### src/verilog/ffms_defines.svh
// Notes on behaviour
// - Over-voltage above threshold three cycles trips fault.
// - Over-voltage fault stops switching, starts fault cycle.
// - After fault discharge, restart only at turn-on.
// - Line current sampled only during gate on-time.
// - Line must exceed run level within three cycles.
// - Line below stop level three cycles trips.
// - Peak current control applied every switching cycle.
// - Over-current in sense window three cycles trips.
// - Open sense pin reads as over-current.
// - First cycle checks sense minimum within window.
// - Open high-side divider stops; single on-time retries.
// - Open low-side divider appears as over-voltage.
// - Over-temperature enters fault cycle, repeats while hot.
// - Below turn-on, switching stays disabled.
// - First three cycles limited to peak floor.
// - Overload held for timeout forces shutdown.
// - Overload dropping early resets the timer.
// - Peak at ceiling keeps run bias always.
// - Below ceiling, wait bias after demagnetization.
// - Supply below turn-off stops, selects start bias.
// - Fault selects fault bias until turn-off.
// - Fault and restart repeat while fault persists.
`ifndef FFMS_DEFINES_SVH
`define FFMS_DEFINES_SVH

// Consecutive-cycle qualification count
`define FFMS_QUAL_CYCLES   2'h3
// Start-up cycles held at the peak floor
`define FFMS_START_CYCLES  2'h3
// Clock rate in MHz
`define FFMS_CLK_MHZ       200
// Sense minimum check window in us, and its longest count in cycles
`define FFMS_CSMIN_US      5
`define FFMS_CSMIN_CYC     (`FFMS_CSMIN_US * `FFMS_CLK_MHZ)
// Overload timeout in ms, and its count in cycles
`define FFMS_OVL_MS        120
`define FFMS_OVL_CYC       (`FFMS_OVL_MS * 1000 * `FFMS_CLK_MHZ)
// Bias level codes
`define FFMS_BIAS_START    2'h0
`define FFMS_BIAS_RUN      2'h1
`define FFMS_BIAS_WAIT     2'h2
`define FFMS_BIAS_FAULT    2'h3
// Peak level codes
`define FFMS_PEAK_FLOOR    1'h0
`define FFMS_PEAK_LAW      1'h1

`endif

### src/verilog/ffms_pkg.sv
package ffms_pkg;

	// Sequencer states
	typedef enum logic [2:0] {
		ST_START = 3'b000,
		ST_RUN   = 3'b001,
		ST_WAIT  = 3'b010,
		ST_FAULT = 3'b011
	} ffms_state_t;

	// Per-cycle comparator samples, held together
	typedef struct packed {
		logic ov;       // Sampled aux sense above over-voltage threshold
		logic line_run; // Line current above run threshold
		logic line_stop;// Line current below stop threshold
		logic oc;       // Sense above over-current level in window
	} ffms_cmp_t;

	// Fault cause flags
	typedef struct packed {
		logic ov;
		logic line;
		logic oc;
		logic short_cs;
		logic otp;
		logic ovl;
	} ffms_cause_t;

endpackage : ffms_pkg

### src/verilog/ffms_sequencer.sv
`timescale 1ns/1ps
`include "ffms_defines.svh"

////////////////////////////////////////////////////////////////////////////////
// Fault and mode sequencer for a flyback controller. Supply lockout acts as
// the reset of the sequence; switching cycles pace the qualifiers, CORE_CLK cycles the two timers.
////////////////////////////////////////////////////////////////////////////////
module ffms_sequencer #(
	parameter int unsigned OVL_CYCLES   = `FFMS_OVL_CYC,  // Overload timeout count
	parameter int unsigned CSMIN_CYCLES = `FFMS_CSMIN_CYC // Sense minimum window
) (
	input  wire logic      CORE_CLK,
	input  wire logic      NRST,
	input  wire logic      VDD_ON,        // Supply above turn-on threshold
	input  wire logic      VDD_OFF,       // Supply below turn-off threshold
	input  wire logic      CYCLE_START,   // Pulse: control law starts a cycle
	input  wire logic      PEAK_REACHED,  // Pulse: current reached peak target
	input  wire logic      DEMAG_END,     // Pulse: demagnetization finished
	input  wire logic      BLANK_DONE,    // Level: leading-edge blanking over
	input  wire logic      OVP_CMP,       // Aux sense sample above threshold
	input  wire logic      LINE_RUN_CMP,  // Line current above run threshold
	input  wire logic      LINE_STOP_CMP, // Line current below stop threshold
	input  wire logic      OC_CMP,        // Sense above over-current level
	input  wire logic      CSMIN_CMP,     // Sense reached minimum check level
	input  wire logic      OTP_CMP,       // Junction over temperature
	input  wire logic      HS_OPEN,       // High-side divider open detected
	input  wire logic      CCL_ACTIVE,    // Output at constant-current limit
	input  wire logic      PEAK_AT_MAX,   // Peak current at ceiling
	output logic           GATE_DRIVE,    // Gate drive output
	output logic [1:0]     BIAS_SEL,      // Bias level select
	output logic           PEAK_SEL,      // Peak select: floor or control law
	output logic [2:0]     STATE,         // Sequencer state
	output logic [5:0]     FAULT_CAUSE    // Last fault cause
);

	////////////////////////////////////////////////////////////////////////////
	// Declarations
	////////////////////////////////////////////////////////////////////////////
	ffms_pkg::ffms_state_t st_reg;        // Sequencer state
	ffms_pkg::ffms_state_t st_next;       // Next state
	logic                  drv_reg;       // Gate drive flop
	logic                  drv_next;      // Next gate drive
	logic [1:0]            start_cnt_reg; // Start-up cycles done
	logic [1:0]            start_cnt_next;
	logic                  first_reg;     // In first start-up cycle
	logic                  first_next;
	logic                  csmin_ok_reg;  // Sense minimum seen since start
	logic                  csmin_ok_next;
	logic [10:0]           csmin_cnt_reg; // Window timer
	logic [10:0]           csmin_cnt_next;
	logic                  line_ok_reg;   // Run threshold met since start
	logic                  line_ok_next;
	logic                  line_smp_reg;  // Line sample held from on-time
	logic                  line_smp_next;
	logic                  stop_smp_reg;  // Stop sample held from on-time
	logic                  stop_smp_next;
	logic                  oc_seen_reg;   // Over-current seen in window
	logic                  oc_seen_next;
	logic                  demag_reg;     // Demagnetizing phase
	logic                  demag_next;
	logic [24:0]           ovl_cnt_reg;   // Overload timer
	logic [24:0]           ovl_cnt_next;
	logic                  ovl_trip;      // Overload timeout reached
	logic                  hs_hold_reg;   // High-side open retry mode
	logic                  hs_hold_next;
	logic [5:0]            cause_reg;     // Latched fault cause
	logic [5:0]            cause_next;
	ffms_pkg::ffms_cmp_t   cmp;           // Per-cycle comparator bundle
	ffms_pkg::ffms_cause_t cause_now;     // Faults detected this cycle
	logic [2:0]            hits;          // Qualified counter outputs
	logic                  clr_cnt;       // Counter clear on start entry
	logic                  cyc_end;       // End of a switching cycle
	logic                  fault_any;     // Any fault this cycle
	logic                  csmin_fail;    // Window expired without minimum

	// Counters clear whenever sequencer sits in start
	assign clr_cnt = (st_reg == ffms_pkg::ST_START);
	assign cyc_end = DEMAG_END & (st_reg == ffms_pkg::ST_RUN);

	// Over-voltage covers an open low-side divider too
	assign cmp.ov        = OVP_CMP;
	assign cmp.line_run  = line_smp_reg;
	assign cmp.line_stop = stop_smp_reg;
	// An over-current seen in the closing demag cycle still counts, so set wins
	assign cmp.oc        = oc_seen_reg | (demag_reg & OC_CMP);

	////////////////////////////////////////////////////////////////////////////
	// Consecutive-cycle qualifiers: ov, stop, oc share one module
	////////////////////////////////////////////////////////////////////////////
	genvar gi;
	generate
		for (gi = 0; gi < 3; gi++) begin : g_qual
			ffms_qual_counter u_qual (
				.CORE_CLK (CORE_CLK),
				.NRST     (NRST),
				.clr      (clr_cnt),
				.cyc_end  (cyc_end),
				.cond     ((gi == 0) ? cmp.ov :
				           (gi == 1) ? (cmp.line_stop & line_ok_reg) : cmp.oc),
				.hit      (hits[gi])
			);
		end
	endgenerate

	// Window expired on first cycle without the sense minimum
	assign csmin_fail = first_reg & drv_reg & ~csmin_ok_reg
	                  & (csmin_cnt_reg >= 11'(CSMIN_CYCLES));

	assign ovl_trip = (ovl_cnt_reg >= 25'(OVL_CYCLES - 1)) & CCL_ACTIVE;

	// Gather fault causes
	always_comb begin
		cause_now          = '0;
		cause_now.ov       = hits[0];
		cause_now.line     = hits[1]
		                   | (cyc_end & (start_cnt_reg == (`FFMS_START_CYCLES - 2'h1))
		                      & ~line_ok_reg & ~cmp.line_run);
		cause_now.oc       = hits[2];
		cause_now.short_cs = csmin_fail;
		cause_now.otp      = OTP_CMP;
		cause_now.ovl      = ovl_trip;
	end
	assign fault_any = |cause_now;

	////////////////////////////////////////////////////////////////////////////
	// Sequencer next state
	////////////////////////////////////////////////////////////////////////////
	always_comb begin
		st_next        = st_reg;
		drv_next       = drv_reg;
		start_cnt_next = start_cnt_reg;
		first_next     = first_reg;
		cause_next     = cause_reg;
		hs_hold_next   = hs_hold_reg;
		case (st_reg)
			ffms_pkg::ST_START: begin
				// Wait for supply to reach turn-on, nothing else
				drv_next = 1'b0;
				// A run cut by turn-off must not carry retry mode into the next start
				hs_hold_next = 1'b0;
				if (VDD_ON && !VDD_OFF) begin
					st_next        = ffms_pkg::ST_RUN;
					start_cnt_next = 2'h0;
					first_next     = 1'b1;
				end
			end
			ffms_pkg::ST_RUN, ffms_pkg::ST_WAIT: begin
				if (VDD_OFF) begin
					st_next  = ffms_pkg::ST_START;
					drv_next = 1'b0;
				end else if (fault_any) begin
					st_next    = ffms_pkg::ST_FAULT;
					drv_next   = 1'b0;
					cause_next = cause_now;
				end else if (hs_hold_reg && !first_reg && !drv_reg && !demag_reg) begin
					// Single on-time done, stop until supply collapses
					st_next  = ffms_pkg::ST_FAULT;
					drv_next = 1'b0;
				end else if (st_reg == ffms_pkg::ST_WAIT) begin
					// Next cycle brings back run bias
					if (CYCLE_START) begin
						st_next  = ffms_pkg::ST_RUN;
						drv_next = 1'b1;
					end
				end else begin
					if (CYCLE_START && !drv_reg && !demag_reg) begin
						drv_next = 1'b1;
					end else if (PEAK_REACHED && drv_reg) begin
						drv_next   = 1'b0;
						first_next = 1'b0;
						if (HS_OPEN) begin
							hs_hold_next = 1'b1;
						end
					end
					if (cyc_end) begin
						if (start_cnt_reg != `FFMS_START_CYCLES) begin
							start_cnt_next = start_cnt_reg + 2'h1;
						end
						// Wait only with peak below ceiling
						if (!PEAK_AT_MAX) begin
							st_next = ffms_pkg::ST_WAIT;
						end
					end
				end
			end
			ffms_pkg::ST_FAULT: begin
				drv_next = 1'b0;
				// Discharge to turn-off, then start again
				if (VDD_OFF) begin
					st_next      = ffms_pkg::ST_START;
					hs_hold_next = 1'b0;
				end
			end
			default: begin
				st_next  = ffms_pkg::ST_START;
				drv_next = 1'b0;
			end
		endcase
	end

	////////////////////////////////////////////////////////////////////////////
	// Per-cycle samplers and timers next state
	////////////////////////////////////////////////////////////////////////////
	always_comb begin
		line_ok_next   = line_ok_reg;
		line_smp_next  = line_smp_reg;
		stop_smp_next  = stop_smp_reg;
		oc_seen_next   = oc_seen_reg;
		demag_next     = demag_reg;
		csmin_ok_next  = csmin_ok_reg;
		csmin_cnt_next = csmin_cnt_reg;
		ovl_cnt_next   = ovl_cnt_reg;
		if (clr_cnt) begin
			line_ok_next   = 1'b0;
			line_smp_next  = 1'b0;
			stop_smp_next  = 1'b0;
			oc_seen_next   = 1'b0;
			demag_next     = 1'b0;
			csmin_ok_next  = 1'b0;
			csmin_cnt_next = '0;
		end else begin
			// Line sense only valid while gate is on
			if (drv_reg) begin
				line_smp_next = LINE_RUN_CMP;
				stop_smp_next = LINE_STOP_CMP;
				if (LINE_RUN_CMP) begin
					line_ok_next = 1'b1;
				end
				if (csmin_cnt_reg != 11'h7ff) begin
					csmin_cnt_next = csmin_cnt_reg + 11'h1;
				end
				if (CSMIN_CMP) begin
					csmin_ok_next = 1'b1;
				end
			end
			if (PEAK_REACHED && drv_reg) begin
				demag_next = 1'b1;
			end
			// Over-current window: after blanking, before demag end
			if ((drv_reg && BLANK_DONE) || demag_reg) begin
				if (OC_CMP) begin
					oc_seen_next = 1'b1;
				end
			end
			if (cyc_end) begin
				demag_next   = 1'b0;
				oc_seen_next = 1'b0;
			end
		end
		// Overload timer runs only with CCL_ACTIVE in run or wait, start-up cycles included; otherwise it clears
		if (CCL_ACTIVE && (st_reg == ffms_pkg::ST_RUN || st_reg == ffms_pkg::ST_WAIT)) begin
			ovl_cnt_next = ovl_cnt_reg + 25'h1;
		end else begin
			ovl_cnt_next = '0;
		end
	end

	////////////////////////////////////////////////////////////////////////////
	// Registers
	////////////////////////////////////////////////////////////////////////////
	always_ff @(posedge CORE_CLK) begin
		if (!NRST) begin
			st_reg        <= ffms_pkg::ST_START;
			drv_reg       <= 1'b0;
			start_cnt_reg <= 2'h0;
			first_reg     <= 1'b0;
			cause_reg     <= 6'h00;
			hs_hold_reg   <= 1'b0;
			line_ok_reg   <= 1'b0;
			line_smp_reg  <= 1'b0;
			stop_smp_reg  <= 1'b0;
			oc_seen_reg   <= 1'b0;
			demag_reg     <= 1'b0;
			csmin_ok_reg  <= 1'b0;
			csmin_cnt_reg <= 11'h000;
			ovl_cnt_reg   <= 25'h0000000;
		end else begin
			st_reg        <= st_next;
			drv_reg       <= drv_next;
			start_cnt_reg <= start_cnt_next;
			first_reg     <= first_next;
			cause_reg     <= cause_next;
			hs_hold_reg   <= hs_hold_next;
			line_ok_reg   <= line_ok_next;
			line_smp_reg  <= line_smp_next;
			stop_smp_reg  <= stop_smp_next;
			oc_seen_reg   <= oc_seen_next;
			demag_reg     <= demag_next;
			csmin_ok_reg  <= csmin_ok_next;
			csmin_cnt_reg <= csmin_cnt_next;
			ovl_cnt_reg   <= ovl_cnt_next;
		end
	end

	////////////////////////////////////////////////////////////////////////////
	// Outputs
	////////////////////////////////////////////////////////////////////////////
	// Bias follows the state; fault bias holds until turn-off
	always_comb begin
		case (st_reg)
			ffms_pkg::ST_RUN:   BIAS_SEL = `FFMS_BIAS_RUN;
			ffms_pkg::ST_WAIT:  BIAS_SEL = `FFMS_BIAS_WAIT;
			ffms_pkg::ST_FAULT: BIAS_SEL = `FFMS_BIAS_FAULT;
			default:            BIAS_SEL = `FFMS_BIAS_START;
		endcase
	end

	// Start-up cycles run at the peak floor
	assign PEAK_SEL    = (start_cnt_reg == `FFMS_START_CYCLES) ? `FFMS_PEAK_LAW
	                                                            : `FFMS_PEAK_FLOOR;
	assign GATE_DRIVE  = drv_reg;
	assign STATE       = st_reg;
	assign FAULT_CAUSE = cause_reg;

endmodule : ffms_sequencer

### src/verilog/ffms_qual_counter.sv
`timescale 1ns/1ps
`include "ffms_defines.svh"

// Counts consecutive switching cycles with a condition met
module ffms_qual_counter (
	input  wire logic CORE_CLK,
	input  wire logic NRST,
	input  wire logic clr,      // Clear on start entry
	input  wire logic cyc_end,  // One pulse per switching cycle
	input  wire logic cond,     // Condition seen this cycle
	output logic      hit       // Qualified after three cycles
);

	logic [1:0] cnt_reg;  // Consecutive count
	logic [1:0] cnt_next; // Next count
	logic       hit_reg;  // Qualified flag
	logic       hit_next; // Next qualified flag

	// Next count: a missed cycle returns to zero
	always_comb begin
		cnt_next = cnt_reg;
		hit_next = hit_reg;
		if (clr) begin
			cnt_next = 2'h0;
			hit_next = 1'b0;
		end else if (cyc_end) begin
			if (!cond) begin
				cnt_next = 2'h0;
				hit_next = 1'b0;
			end else if (cnt_reg != `FFMS_QUAL_CYCLES) begin
				cnt_next = cnt_reg + 2'h1;
				hit_next = (cnt_reg == (`FFMS_QUAL_CYCLES - 2'h1));
			end
		end
	end

	// Register stage
	always_ff @(posedge CORE_CLK) begin
		if (!NRST) begin
			cnt_reg <= 2'h0;
			hit_reg <= 1'b0;
		end else begin
			cnt_reg <= cnt_next;
			hit_reg <= hit_next;
		end
	end

	assign hit = hit_reg;

endmodule : ffms_qual_counter

### config.mk
export PLATFORM = sky130hd
export DESIGN_NAME = ffms_sequencer
export DESIGN_NICKNAME = d
export VERILOG_FILES = /design/src/verilog/ffms_pkg.sv /design/src/verilog/ffms_sequencer.sv /design/src/verilog/ffms_qual_counter.sv
export VERILOG_INCLUDE_DIRS = /design/src /design/src/verilog
export SDC_FILE = /design/constraint.sdc
export NUM_CORES = 1
export LEC_CHECK = 0
export ABC_AREA = 1
export BUFFER_PORTS_ARGS = -buffer_cell sky130_fd_sc_hd__buf_2
export CELL_PAD_IN_SITES_DETAIL_PLACEMENT = 1
export CELL_PAD_IN_SITES_GLOBAL_PLACEMENT = 1
export CORE_ASPECT_RATIO = 1.75
export CORE_MARGIN = 5
export CORE_UTILIZATION = 45
export CTS_BUF_LIST = sky130_fd_sc_hd__clkbuf_2 sky130_fd_sc_hd__clkbuf_4 sky130_fd_sc_hd__clkbuf_8
export CTS_CLUSTER_DIAMETER = 40
export DETAILED_ROUTE_END_ITERATION = 7
export GPL_TIMING_DRIVEN = 0
export PLACE_DENSITY = 0.78
export SLEW_MARGIN = 10
export SYNTH_ARGS = -nofsm -noshare
export SYNTH_HDL_FRONTEND = slang
export SYNTH_SLANG_ARGS = --single-unit
### constraint.sdc
create_clock -name CORE_CLK -period 2.15 [get_ports CORE_CLK]
set_input_delay 0.215 -clock CORE_CLK [delete_from_list [all_inputs] [get_ports CORE_CLK]]
set_output_delay 0.215 -clock CORE_CLK [all_outputs]
set_load 0.02 [all_outputs]
==> run metrics, run 1 <==
standby leakage power 1.572 nW; pins over their slew limit 0; WHS 0.09823 ns; final setup skew 0.01113 ns; setup total negative slack 0 ns; share of post-route cells with drive strength above 1 17.24%; Worst setup SP type flop; biggest area consumer among synthesized cells sky130_fd_sc_hd__dfxtp_1; largest net degree at the start of global routing 12; number of enable flip-flop cells after synthesis 0; utilization of the core after routing 52.82%; setup-violating endpoint count in the final report 0; category of the worst setup path capture point flop; DRC Markers 0; gr ovfl total 0; count of vias placed by the detailed router 3,266; TritonCTS clock tree yes; Die H 124.7 um; Primary FF master, synth sky130_fd_sc_hd__dfxtp_1; clk slew on worst S/H paths 0.07 ns; fmax 492.6 MHz; TritonCTS buffer count 9; synthesis-to-layout area growth 16.49%; most repeated cell in the gate-level netlist after synthesis sky130_fd_sc_hd__nand2_1; initial core utilization 45.34%; Final Routed Wirelength 9277 um; number of antenna violations at the first check in global routing 0; number of distinct library cells after synthesis 38; Root Driver sky130_fd_sc_hd__clkbuf_8; max reg flops 25; data arrival time at the worst-slack endpoint 2.29 ns; transition at the pin with the smallest max-transition slack 0.6109 ns; placeable core area 0.007462 mm2; gate count of the mapped netlist 473; number of antenna diodes 0; leading cell types by total area after synthesis sky130_fd_sc_hd__dfxtp_1 (38%), sky130_fd_sc_hd__nand2_1 (9.4%), sky130_fd_sc_hd__a21oi_1 (9.0%), sky130_fd_sc_hd__inv_1 (7.3%), sky130_fd_sc_hd__nor2_1 (6.2%); detailed-router iteration count before antenna repair 4; area enclosed by the die boundary 0.009421 mm2; maximum buffer depth of the clock tree 2; sequential element share of the synthesized area 37.87%; Slew HR 59.28%; Max Cap Viol 0; via count of the first global-routing pass 3,522; largest fanout on the critical path 6; number of nets with antenna violations after routing 0; total global routing track utilization 21.23%; path class of the lowest-slack min-delay path in -> reg; Synth warnings 0; Worst-Skew Late Latency 0.37 ns; IO Pins 30; number of instances in the placed design 589; Tcrit/Tclk final 94.43%; Synthesized Nets 506; area fraction of the dominant cell type after synthesis 37.87%; total clock sinks 64; routed wirelength normalized by instance count 15.21 um; global-route wire length before repair 15,540 um; final-stage net count 550; Final GP Congestion 0.7819; Peak supply drop 0.4106 mV; netlist area before placement 0.003383 mm2; count of endpoints failing hold in the final timing report 0; Clock H-tree levels 3; Final Non-Filler Cells 610; DR iter-0 viols 122; power density relative to cell area 702.8 mW/mm2; HPWL Detailed 7079 um; Period minus WS final 2.030 ns; detail-routed via count per cell 5.354; register bit count reported by yosys 64; Die X-Extent 75.55 um; average cell area after synthesis 7.153 um2; required arrival time at the worst endpoint 2.41 ns; result of the run completed; list of most frequent post-synthesis cells sky130_fd_sc_hd__nand2_1 (85), sky130_fd_sc_hd__inv_1 (66), sky130_fd_sc_hd__dfxtp_1 (64); path type of the worst setup path reg -> reg; Async SR Flop Fraction 0%; std cell rows 42; count of buffers inserted at the top-level ports 28
-- report_power, final --
group / total [mW] / switching (mW) / internal, mW / leakage, nW
Combinational: 0.453 / 0.307 / 0.146 / 0.951
Sequential: 1.24 / 0.0272 / 1.22 / 0.518
Clock: 1.07 / 0.497 / 0.577 / 0.103
Total: 2.77 / 0.831 / 1.94 / 1.57
-- worst max-delay path, stage by stage, from the launching register on --
cell and delay (ns):
sky130_fd_sc_hd__dfxtp_4 0.38, sky130_fd_sc_hd__ha_2 0.19, sky130_fd_sc_hd__nand2_2 0.07, sky130_fd_sc_hd__nor2_4 0.17, sky130_fd_sc_hd__buf_4 0.14, sky130_fd_sc_hd__nand2_1 0.09, sky130_fd_sc_hd__nor2_1 0.15, sky130_fd_sc_hd__nand2_1 0.08
sky130_fd_sc_hd__nand3_2 0.12, sky130_fd_sc_hd__nand2_4 0.09, sky130_fd_sc_hd__nand2_4 0.09, sky130_fd_sc_hd__nand2_4 0.08, sky130_fd_sc_hd__o21ai_0 0.20, sky130_fd_sc_hd__nor2_1 0.05
-- layout make-up --
class	instances	area (um2)
clock inverter	5	56.30
buffer	6	27.53
tap	88	110.1
clock buffer	11	145.1
fill	976	3521
sequential	64	1290
inverter	68	257.7
multi-input combinational	334	1869
timing repair buffer	34	185.2
-- per-layer routing --
metal	track usage [%]	part of all wire (%)	vias up
met5	0	0	-
li1	-	-	1629
met3	4.200	2.4	23
met1	20.14	36	1574
met4	11.12	3.4	0
met2	39.84	58	40
-- worst paths after layout --
kind	startpoint	to	slack [ns]	cells after the start
hold / removal	LINE_STOP_CMP	stop_smp_reg	0.1	3
hold reg to reg	ovl_cnt_reg[0]	ovl_cnt_reg[0]	0.46	1
setup reg to reg	ovl_cnt_reg[0]	FAULT_CAUSE[5]	0.12	13
setup / recovery	ovl_cnt_reg[0]	FAULT_CAUSE[5]	0.12	13
-- kinds of logic after synthesis --
family | after synthesis | synth area share, %
other | 1 | 0.1108
buffers and inverters | 75 | 8.432
flip-flops | 64 | 37.87
XOR/XNOR | 1 | 0.2589
adder cells (fa/ha/maj) | 16 | 5.917
AO/OA/AOI/OAI | 103 | 16.38
AND/OR/NAND/NOR | 213 | 31.03
-- cells in the final DEF, fill, tap and decap left out, types with 2 or more instances in the layout --
cell | synthesis | final
sky130_fd_sc_hd__nand3_2 | 2 | 4
sky130_fd_sc_hd__a21oi_1 | 61 | 60
sky130_fd_sc_hd__o21a_1 | 5 | 5
sky130_fd_sc_hd__nor3_1 | 12 | 12
sky130_fd_sc_hd__dfxtp_4 | 0 | 2
sky130_fd_sc_hd__nor2_2 | 2 | 3
sky130_fd_sc_hd__a31oi_1 | 3 | 3
sky130_fd_sc_hd__nor2_1 | 56 | 55
sky130_fd_sc_hd__nand2_2 | 4 | 4
sky130_fd_sc_hd__nand4_1 | 6 | 6
sky130_fd_sc_hd__dfxtp_1 | 64 | 61
sky130_fd_sc_hd__ha_1 | 16 | 14
sky130_fd_sc_hd__o21ai_1 | 3 | 3
sky130_fd_sc_hd__nor4_1 | 3 | 3
sky130_fd_sc_hd__ha_2 | 0 | 2
sky130_fd_sc_hd__nand2_1 | 85 | 83
sky130_fd_sc_hd__a211oi_1 | 5 | 5
sky130_fd_sc_hd__inv_1 | 66 | 66
sky130_fd_sc_hd__nor2_4 | 4 | 4
sky130_fd_sc_hd__clkinv_2 | 0 | 2
sky130_fd_sc_hd__nand2_4 | 2 | 4
sky130_fd_sc_hd__clkbuf_8 | 0 | 10
sky130_fd_sc_hd__or2_2 | 2 | 2
sky130_fd_sc_hd__buf_2 | 0 | 28
sky130_fd_sc_hd__nand4_4 | 1 | 2
sky130_fd_sc_hd__nor3b_1 | 3 | 3
sky130_fd_sc_hd__clkbuf_1 | 6 | 4
sky130_fd_sc_hd__nand3_1 | 22 | 20
sky130_fd_sc_hd__o21ai_0 | 24 | 24
sky130_fd_sc_hd__buf_4 | 1 | 7
-- what timing repair did --
action                                  CTS  global route
endpoints found under the setup margin   33            20
pin swaps                                 0             3
gates resized for setup                   5            14
setup buffers                             1             5
hold buffers                              0             0
-- metrics by stage --
| step | total power [mW] | instance area (um2) | setup WS [ns] |
|---|---|---|---|
| final | 2.770 | 3941 | 0.1198 |
| after global routing | 2.917 | 3941 | -0.01411 |
| after CTS | 2.778 | 3860 | 0.005834 |
| after detailed placement | 1.691 | 3633 | -0.4152 |
| after global placement | 1.678 | 3633 | -0.3414 |
| after floorplan | 1.548 | 3383 | 0.1867 |
(Power assumes the default switching activity.)
==> run 2: changes to the inputs <==
--- a/config.mk
+++ b/config.mk
@@ -11,7 +11,6 @@
 export CELL_PAD_IN_SITES_DETAIL_PLACEMENT = 1
 export CELL_PAD_IN_SITES_GLOBAL_PLACEMENT = 1
 export CORE_ASPECT_RATIO = 1.75
-export CORE_MARGIN = 5
 export CORE_UTILIZATION = 45
 export CTS_BUF_LIST = sky130_fd_sc_hd__clkbuf_2 sky130_fd_sc_hd__clkbuf_4 sky130_fd_sc_hd__clkbuf_8
 export CTS_CLUSTER_DIAMETER = 40
==> run 2 against run 1 <==
Core utilization rose by 1.5 points. Critical path type unchanged. Combinational power fell by 1%. Highest routed layer unchanged. Cell area fell by 0.35%. Wire length fell by 4.6%. Largest power group unchanged. Setup slack improved by 0.063 ns. Critical endpoint is now FAULT_CAUSE[2]. Clock skew fell by 0.0028 ns. Clock-buffer cell count fell by 2. Sequential share of layout area barely moved. Global-route usage rose by 3.7 points.
==> run metrics, run 2 (synthesis results as in run 1) <==
Die X-Extent 67.55 um (-11%); utilization of the core after routing 54.30% (+1.5 points); Slew HR 61.34% (+2.1 points); data arrival time at the worst-slack endpoint 2.21 ns (-0.08 ns); portion of total power attributed to combinational logic 15.7% (-0.6 points); number of nets with antenna violations after routing 0 (unchanged); final-stage net count 546 (-0.73%); unrepaired setup endpoints after global routing true; pins over their slew limit 0 (unchanged); leading cell type in the layout, fill and taps excluded sky130_fd_sc_hd__nand2_1; maximum buffer depth of the clock tree 2 (unchanged); Worst setup SP type flop; count of endpoints failing hold in the final timing report 0 (unchanged); initial core utilization 46.77% (+1.4 points); share of power burned in registers 43.6% (-1.3 points); fin area 0.003928 mm2 (-0.35%); final setup skew 0.008367 ns (-0.002759 ns); category of the worst setup path capture point flop; Peak supply drop 0.4606 mV (+12%); FF-to-FF path depth 14 (+1); Period minus WS final 1.968 ns (-0.06258 ns); global-route wire length before repair 14,510 um (-6.6%); clock network fraction of total power 40.7% (+1.9 points); Clock H-tree levels 3 (unchanged); count of vias placed by the detailed router 3,207 (-1.8%); placeable core area 0.007233 mm2 (-3.1%); required arrival time at the worst endpoint 2.40 ns (about the same); Final Non-Filler Cells 604 (-0.98%); count of buffers inserted at the top-level ports 28 (unchanged); max reg flops 25 (unchanged); detailed-router iteration count before antenna repair 4 (unchanged); number of instances in the placed design 587 (-0.34%); detail-routed via count per cell 5.310 (-0.83%); TritonCTS buffer count 9 (unchanged); Final Routed Wirelength 8852 um (-4.6%); highest-count cells in the layout ignoring fill and taps sky130_fd_sc_hd__nand2_1 (84), sky130_fd_sc_hd__inv_1 (66), sky130_fd_sc_hd__dfxtp_1 (62), sky130_fd_sc_hd__a21oi_1 (61), sky130_fd_sc_hd__nor2_1 (55); Max Cap Viol 0 (unchanged); fmax 508.2 MHz (+3.2%); clk slew on worst S/H paths 0.07 ns (about the same); list of cells traversed by the critical path inv_1, ha_2, nand2_4, inv_1, nand3_1, nand2_1, inv_1, nand2_1, a21oi_4, nand2_4, nand2_4, inv_2, o21ai_1, nor2_1; placed standard-cell area 0.003631 mm2 (about the same); reported net switching power 0.8385 mW (+0.85%); standby leakage power 1.576 nW (+0.28%); area enclosed by the die boundary 0.007883 mm2 (-16%); largest fanout on the critical path 6 (unchanged); via count of the first global-routing pass 3,262 (-7.4%); number of stages on the worst hold path 3 (unchanged); total global routing track utilization 24.96% (+3.7 points); cts hold-fix bufs 0 (unchanged); delay of the slowest cell on the worst path 0.37 ns (about the same); path class of the lowest-slack min-delay path in -> reg; share of post-route cells with drive strength above 1 16.02% (-1.2 points); TritonCTS clock tree yes; Filler cells 982 (+0.61%); DR iter-0 viols 90 (-26%); power density relative to cell area 726.2 mW/mm2 (+3.3%); HPWL Detailed 7066 um (-0.18%); Final GP Congestion 0.8045 (+2.9%); result of the run completed; Tcrit/Tclk final 91.52% (-2.9 points); total power after layout 2.852 mW (+3.0%); routed wirelength normalized by instance count 14.66 um (-3.6%); total clock sinks 64 (unchanged); DRC Markers 0 (unchanged); gr ovfl total 0 (unchanged); Root Driver sky130_fd_sc_hd__clkbuf_8; post-route setup slack 0.1824 ns (+0.06258 ns); number of antenna violations at the first check in global routing 0 (unchanged); std cell rows 41 (-2.4%); Power Internal 2.014 mW (+3.9%); Slowest cell on crit path sky130_fd_sc_hd__dfxtp_4; largest net degree at the start of global routing 13 (+1); setup-violating endpoint count in the final report 0 (unchanged); number of antenna diodes 0 (unchanged); transition at the pin with the smallest max-transition slack 0.5798 ns (-0.03103 ns); synthesis-to-layout area growth 16.09%; setup slack at placement -0.3919 ns (+0.02332 ns); Worst-Skew Late Latency 0.35 ns (-0.02 ns); path type of the worst setup path reg -> reg; Die H 116.7 um (-6.4%); switch share 29.40% (-0.62 points); IO Pins 30 (unchanged)
-- run 2: cell types whose count changed in the layout (fill, tap and decap cells not counted), sizes merged --
cell    change
buf         -4
bufinv      +1
clkbuf      -2
inv         +1
-- run 2: worst max-delay path, delay by kind of cell, from the launching register on --
kind	cells	cell delay, ns
AO/OA/AOI/OAI	2	0.38
adder cells (fa/ha/maj)	1	0.20
buffers and inverters	4	0.31
flip-flops	1	0.37
AND/OR/NAND/NOR	7	0.60
-- run 2: power groups by stage --
stage	Combinational [mW]	Sequential, mW	Clock [mW]
2_1_floorplan	0.264	1.28	0
3_3_place_gp	0.405	1.27	0
3_5_place_dp	0.419	1.27	0
4_1_cts	0.432	1.24	1.18
5_1_grt	0.502	1.25	1.24
6_report	0.448	1.24	1.16
-- run 2: final cells by class --
| class | instances | area (um2) | area share [%] |
|---|---|---|---|
| buffer | 6 | 27.53 | 0.7009 |
| clock buffer | 9 | 123.9 | 3.154 |
| clock inverter | 7 | 95.09 | 2.421 |
| inverter | 68 | 255.2 | 6.499 |
| multi-input combinational | 334 | 1877 | 47.79 |
| sequential | 64 | 1286 | 32.75 |
| tap | 86 | 107.6 | 2.740 |
| timing repair buffer | 30 | 155.1 | 3.950 |
-- run 2: metrics by stage --
stage	setup TNS, ns	hold WS [ns]
finish	0	0.1061
global route	-0.01716	0.1008
CTS	0	0.09399
global placement	-4.633	0.4516
floorplan	0	0.3507
detailed placement	-5.936	0.4584
-- run 2: path summary, 6_finish.rpt --
check / from / endpoint / slack (ns)
max: STATE[1] / FAULT_CAUSE[2] / 0.18
min: CSMIN_CMP / csmin_ok_reg / 0.11
max reg2reg: STATE[1] / FAULT_CAUSE[2] / 0.18
min reg2reg: g_qual[1].u_qual.hit / g_qual[1].u_qual.hit / 0.47
-- run 2: what timing repair did --
item / in CTS / in global routing
pin swaps: 0 / 1
gates resized for setup: 6 / 11
endpoints found under the setup margin: 32 / 18
setup buffers: 0 / 2
-- run 2: per-layer routing --
| metal | GRT usage, % | share of wire [%] | up-vias | wire length (um) |
|---|---|---|---|---|
| li1 | - | - | 1622 | - |
| met1 | 23.18 | 36 | 1532 | 3204 |
| met2 | 48.84 | 59 | 32 | 5195 |
| met3 | 4.980 | 2.1 | 21 | 190 |
| met4 | 11.91 | 2.9 | 0 | 261 |
| met5 | 0 | 0 | - | 0 |
==> run 3: changes to the inputs <==
--- a/config.mk
+++ b/config.mk
@@ -7,10 +7,10 @@
 export NUM_CORES = 1
 export LEC_CHECK = 0
 export ABC_AREA = 1
+export ABC_CLOCK_PERIOD_IN_PS = 2150
 export BUFFER_PORTS_ARGS = -buffer_cell sky130_fd_sc_hd__buf_2
 export CELL_PAD_IN_SITES_DETAIL_PLACEMENT = 1
 export CELL_PAD_IN_SITES_GLOBAL_PLACEMENT = 1
-export CORE_ASPECT_RATIO = 1.75
 export CORE_UTILIZATION = 45
 export CTS_BUF_LIST = sky130_fd_sc_hd__clkbuf_2 sky130_fd_sc_hd__clkbuf_4 sky130_fd_sc_hd__clkbuf_8
 export CTS_CLUSTER_DIAMETER = 40
==> run 3 against run 2 <==
Non-clock buffer count shrank 2. Cell area shrank 0.73%. Die area down 0.17%. Via count shrank 2.5%. Maximum frequency down 0.48%. Global-route usage decreased by 1.1 points. Register-to-register slack hardly changed. First-iteration DRC count fell by 47%. Sequential share of layout area grew 0.24 points. Clock-buffer cell count rose by 1. Critical endpoint is now ovl_cnt_reg[8]. Largest power group unchanged. Highest routed layer unchanged.
==> run metrics, run 3 (synthesis results as in run 1) <==
result of the run completed; Clock H-tree levels 3 (unchanged); final-stage net count 544 (-0.37%); largest fanout on the critical path 10 (+4); TritonCTS buffer count 9 (unchanged); Root Driver sky130_fd_sc_hd__clkbuf_8; source of the worst register-to-register timing path STATE[0]; path class of the lowest-slack min-delay path in -> reg; detail-routed via count per cell 5.103 (-3.9%); fin area 0.003899 mm2 (-0.73%); total power after layout 2.823 mW (-1.0%); routed wirelength normalized by instance count 14.06 um (-4.1%); via count of the first global-routing pass 3,089 (-5.3%); largest net degree at the start of global routing 11 (-2); TritonCTS clock tree yes; pins over their slew limit 0 (unchanged); std cell rows 31 (-24%); Max Cap Viol 0 (unchanged); count of buffers inserted at the top-level ports 28 (unchanged); Worst setup SP type flop; Tcrit/Tclk final 91.96% (+0.44 points); number of antenna diodes 0 (unchanged); placed standard-cell area 0.003647 mm2 (+0.45%); count of endpoints failing hold in the final timing report 0 (unchanged); gr ovfl total 0 (unchanged); synthesis-to-layout area growth 15.24%; transition at the pin with the smallest max-transition slack 0.5048 ns (-0.07502 ns); hold path startpoint CSMIN_CMP; number of nets with antenna violations after routing 0 (unchanged); required arrival time at the worst endpoint 2.42 ns (+0.02 ns); DRC Markers 0 (unchanged); total global routing track utilization 23.86% (-1.1 points); FF-to-FF End ovl_cnt_reg[8]; FF-to-FF path depth 7 (-7); Worst-Skew Late Latency 0.35 ns (about the same); share of post-route cells with drive strength above 1 15.37% (-0.65 points); Final GP Congestion 0.7884 (-2.0%); clk slew on worst S/H paths 0.07 ns (about the same); postcts setup bufs 0 (unchanged); number of stages on the worst hold path 3 (unchanged); WHS 0.1105 ns (+0.004411 ns); cts hold-fix bufs 0 (unchanged); total clock sinks 64 (unchanged); Peak supply drop 0.3267 mV (-29%); category of the worst setup path capture point flop; Period minus WS final 1.977 ns (+0.009491 ns); area enclosed by the die boundary 0.007869 mm2 (-0.17%); power density relative to cell area 724.0 mW/mm2 (-0.31%); max reg flops 25 (unchanged); global-route wire length before repair 14,150 um (-2.5%); Final Routed Wirelength 8617 um (-2.7%); path type of the worst setup path reg -> reg; DR iter-0 viols 48 (-47%); Slew HR 66.35% (+5.0 points); detailed-router iteration count before antenna repair 4 (unchanged); Die X-Extent 88.71 um (+31%); Worst R2R Setup Slack 0.17 ns (about the same); endpoint of the worst hold path csmin_ok_reg; IO Pins 30 (unchanged); placeable core area 0.007253 mm2 (+0.28%); highest-count cells in the layout ignoring fill and taps sky130_fd_sc_hd__nand2_1 (84), sky130_fd_sc_hd__inv_1 (66), sky130_fd_sc_hd__dfxtp_1 (62), sky130_fd_sc_hd__a21oi_1 (61), sky130_fd_sc_hd__nor2_1 (55); maximum buffer depth of the clock tree 2 (unchanged); standby leakage power 1.545 nW (-2.0%); setup-violating endpoint count in the final report 0 (unchanged); fmax 505.8 MHz (-0.48%); Die H 88.71 um (-24%); number of antenna violations at the first check in global routing 0 (unchanged); count of vias placed by the detailed router 3,128 (-2.5%); leading cell type in the layout, fill and taps excluded sky130_fd_sc_hd__nand2_1; initial core utilization 46.64% (-0.13 points); HPWL Detailed 6564 um (-7.1%); final setup skew 0.008232 ns (-0.0001352 ns); unrepaired setup endpoints after global routing false; data arrival time at the worst-slack endpoint 2.25 ns (+0.04 ns)
-- run 3: how the worst max path moves through the flow --
stage              startpoint               to  slack, ns  cells past startpoint
2_1_floorplan        STATE[1]         STATE[1]       0.19                     14
3_3_place_gp         STATE[0]   ovl_cnt_reg[3]      -0.23                      8
3_5_place_dp         STATE[0]  ovl_cnt_reg[11]      -0.24                      8
4_1_cts              STATE[1]   FAULT_CAUSE[4]       0.03                     14
5_1_grt        ovl_cnt_reg[0]  ovl_cnt_reg[18]      0.005                      9
6_report             STATE[0]   ovl_cnt_reg[8]       0.17                      7
-- run 3: per-layer routing --
layer  track usage (%)  vias to the layer above  wire length (um)
li1                  -                     1626                 -
met1             28.44                     1466              3967
met2             42.80                       27              4380
met3             4.291                        9               161
met4             8.504                        0               107
met5                 0                        -                 0
-- run 3: cell type report --
cell class,instances,area (um2)
buffer,6,30.03
clock buffer,10,137.6
clock inverter,4,70.07
fill,970,3354
inverter,68,255.2
multi-input combinational,334,1856
sequential,64,1286
tap,99,123.9
timing repair buffer,28,140.1
-- run 3: through the flow --
stage | cells | setup slack, ns | TNS, ns | util, %
floorplan | 473 | 0.1867 | 0 | -
global placement | 600 | -0.2332 | -2.789 | 50.28
detailed placement | 600 | -0.2379 | -3.734 | 50.28
CTS | 613 | 0.02852 | 0 | 53.36
global route | 613 | 0.005159 | 0 | 53.75
finish | 613 | 0.1729 | 0 | 53.75
-- run 3: timing repair --
item / 4_1_cts / 5_1_grt
setup endpoints to repair: 28 / 10
gates resized for setup: 6 / 9
pin swaps: 0 / 1
-- run 3: report_power, final --
part	internal, mW	switching (mW)
combinational	0.135	0.297
clock	0.668	0.480
sequential	1.22	0.0262
-- run 3: critical path: stages (launching register included) --
cell,delay (ns)
sky130_fd_sc_hd__dfxtp_1,0.40
sky130_fd_sc_hd__inv_1,0.10
sky130_fd_sc_hd__ha_1,0.49
sky130_fd_sc_hd__nand3_2,0.25
sky130_fd_sc_hd__inv_1,0.13
sky130_fd_sc_hd__clkbuf_2,0.25
sky130_fd_sc_hd__o21ai_0,0.15
sky130_fd_sc_hd__a21oi_1,0.14
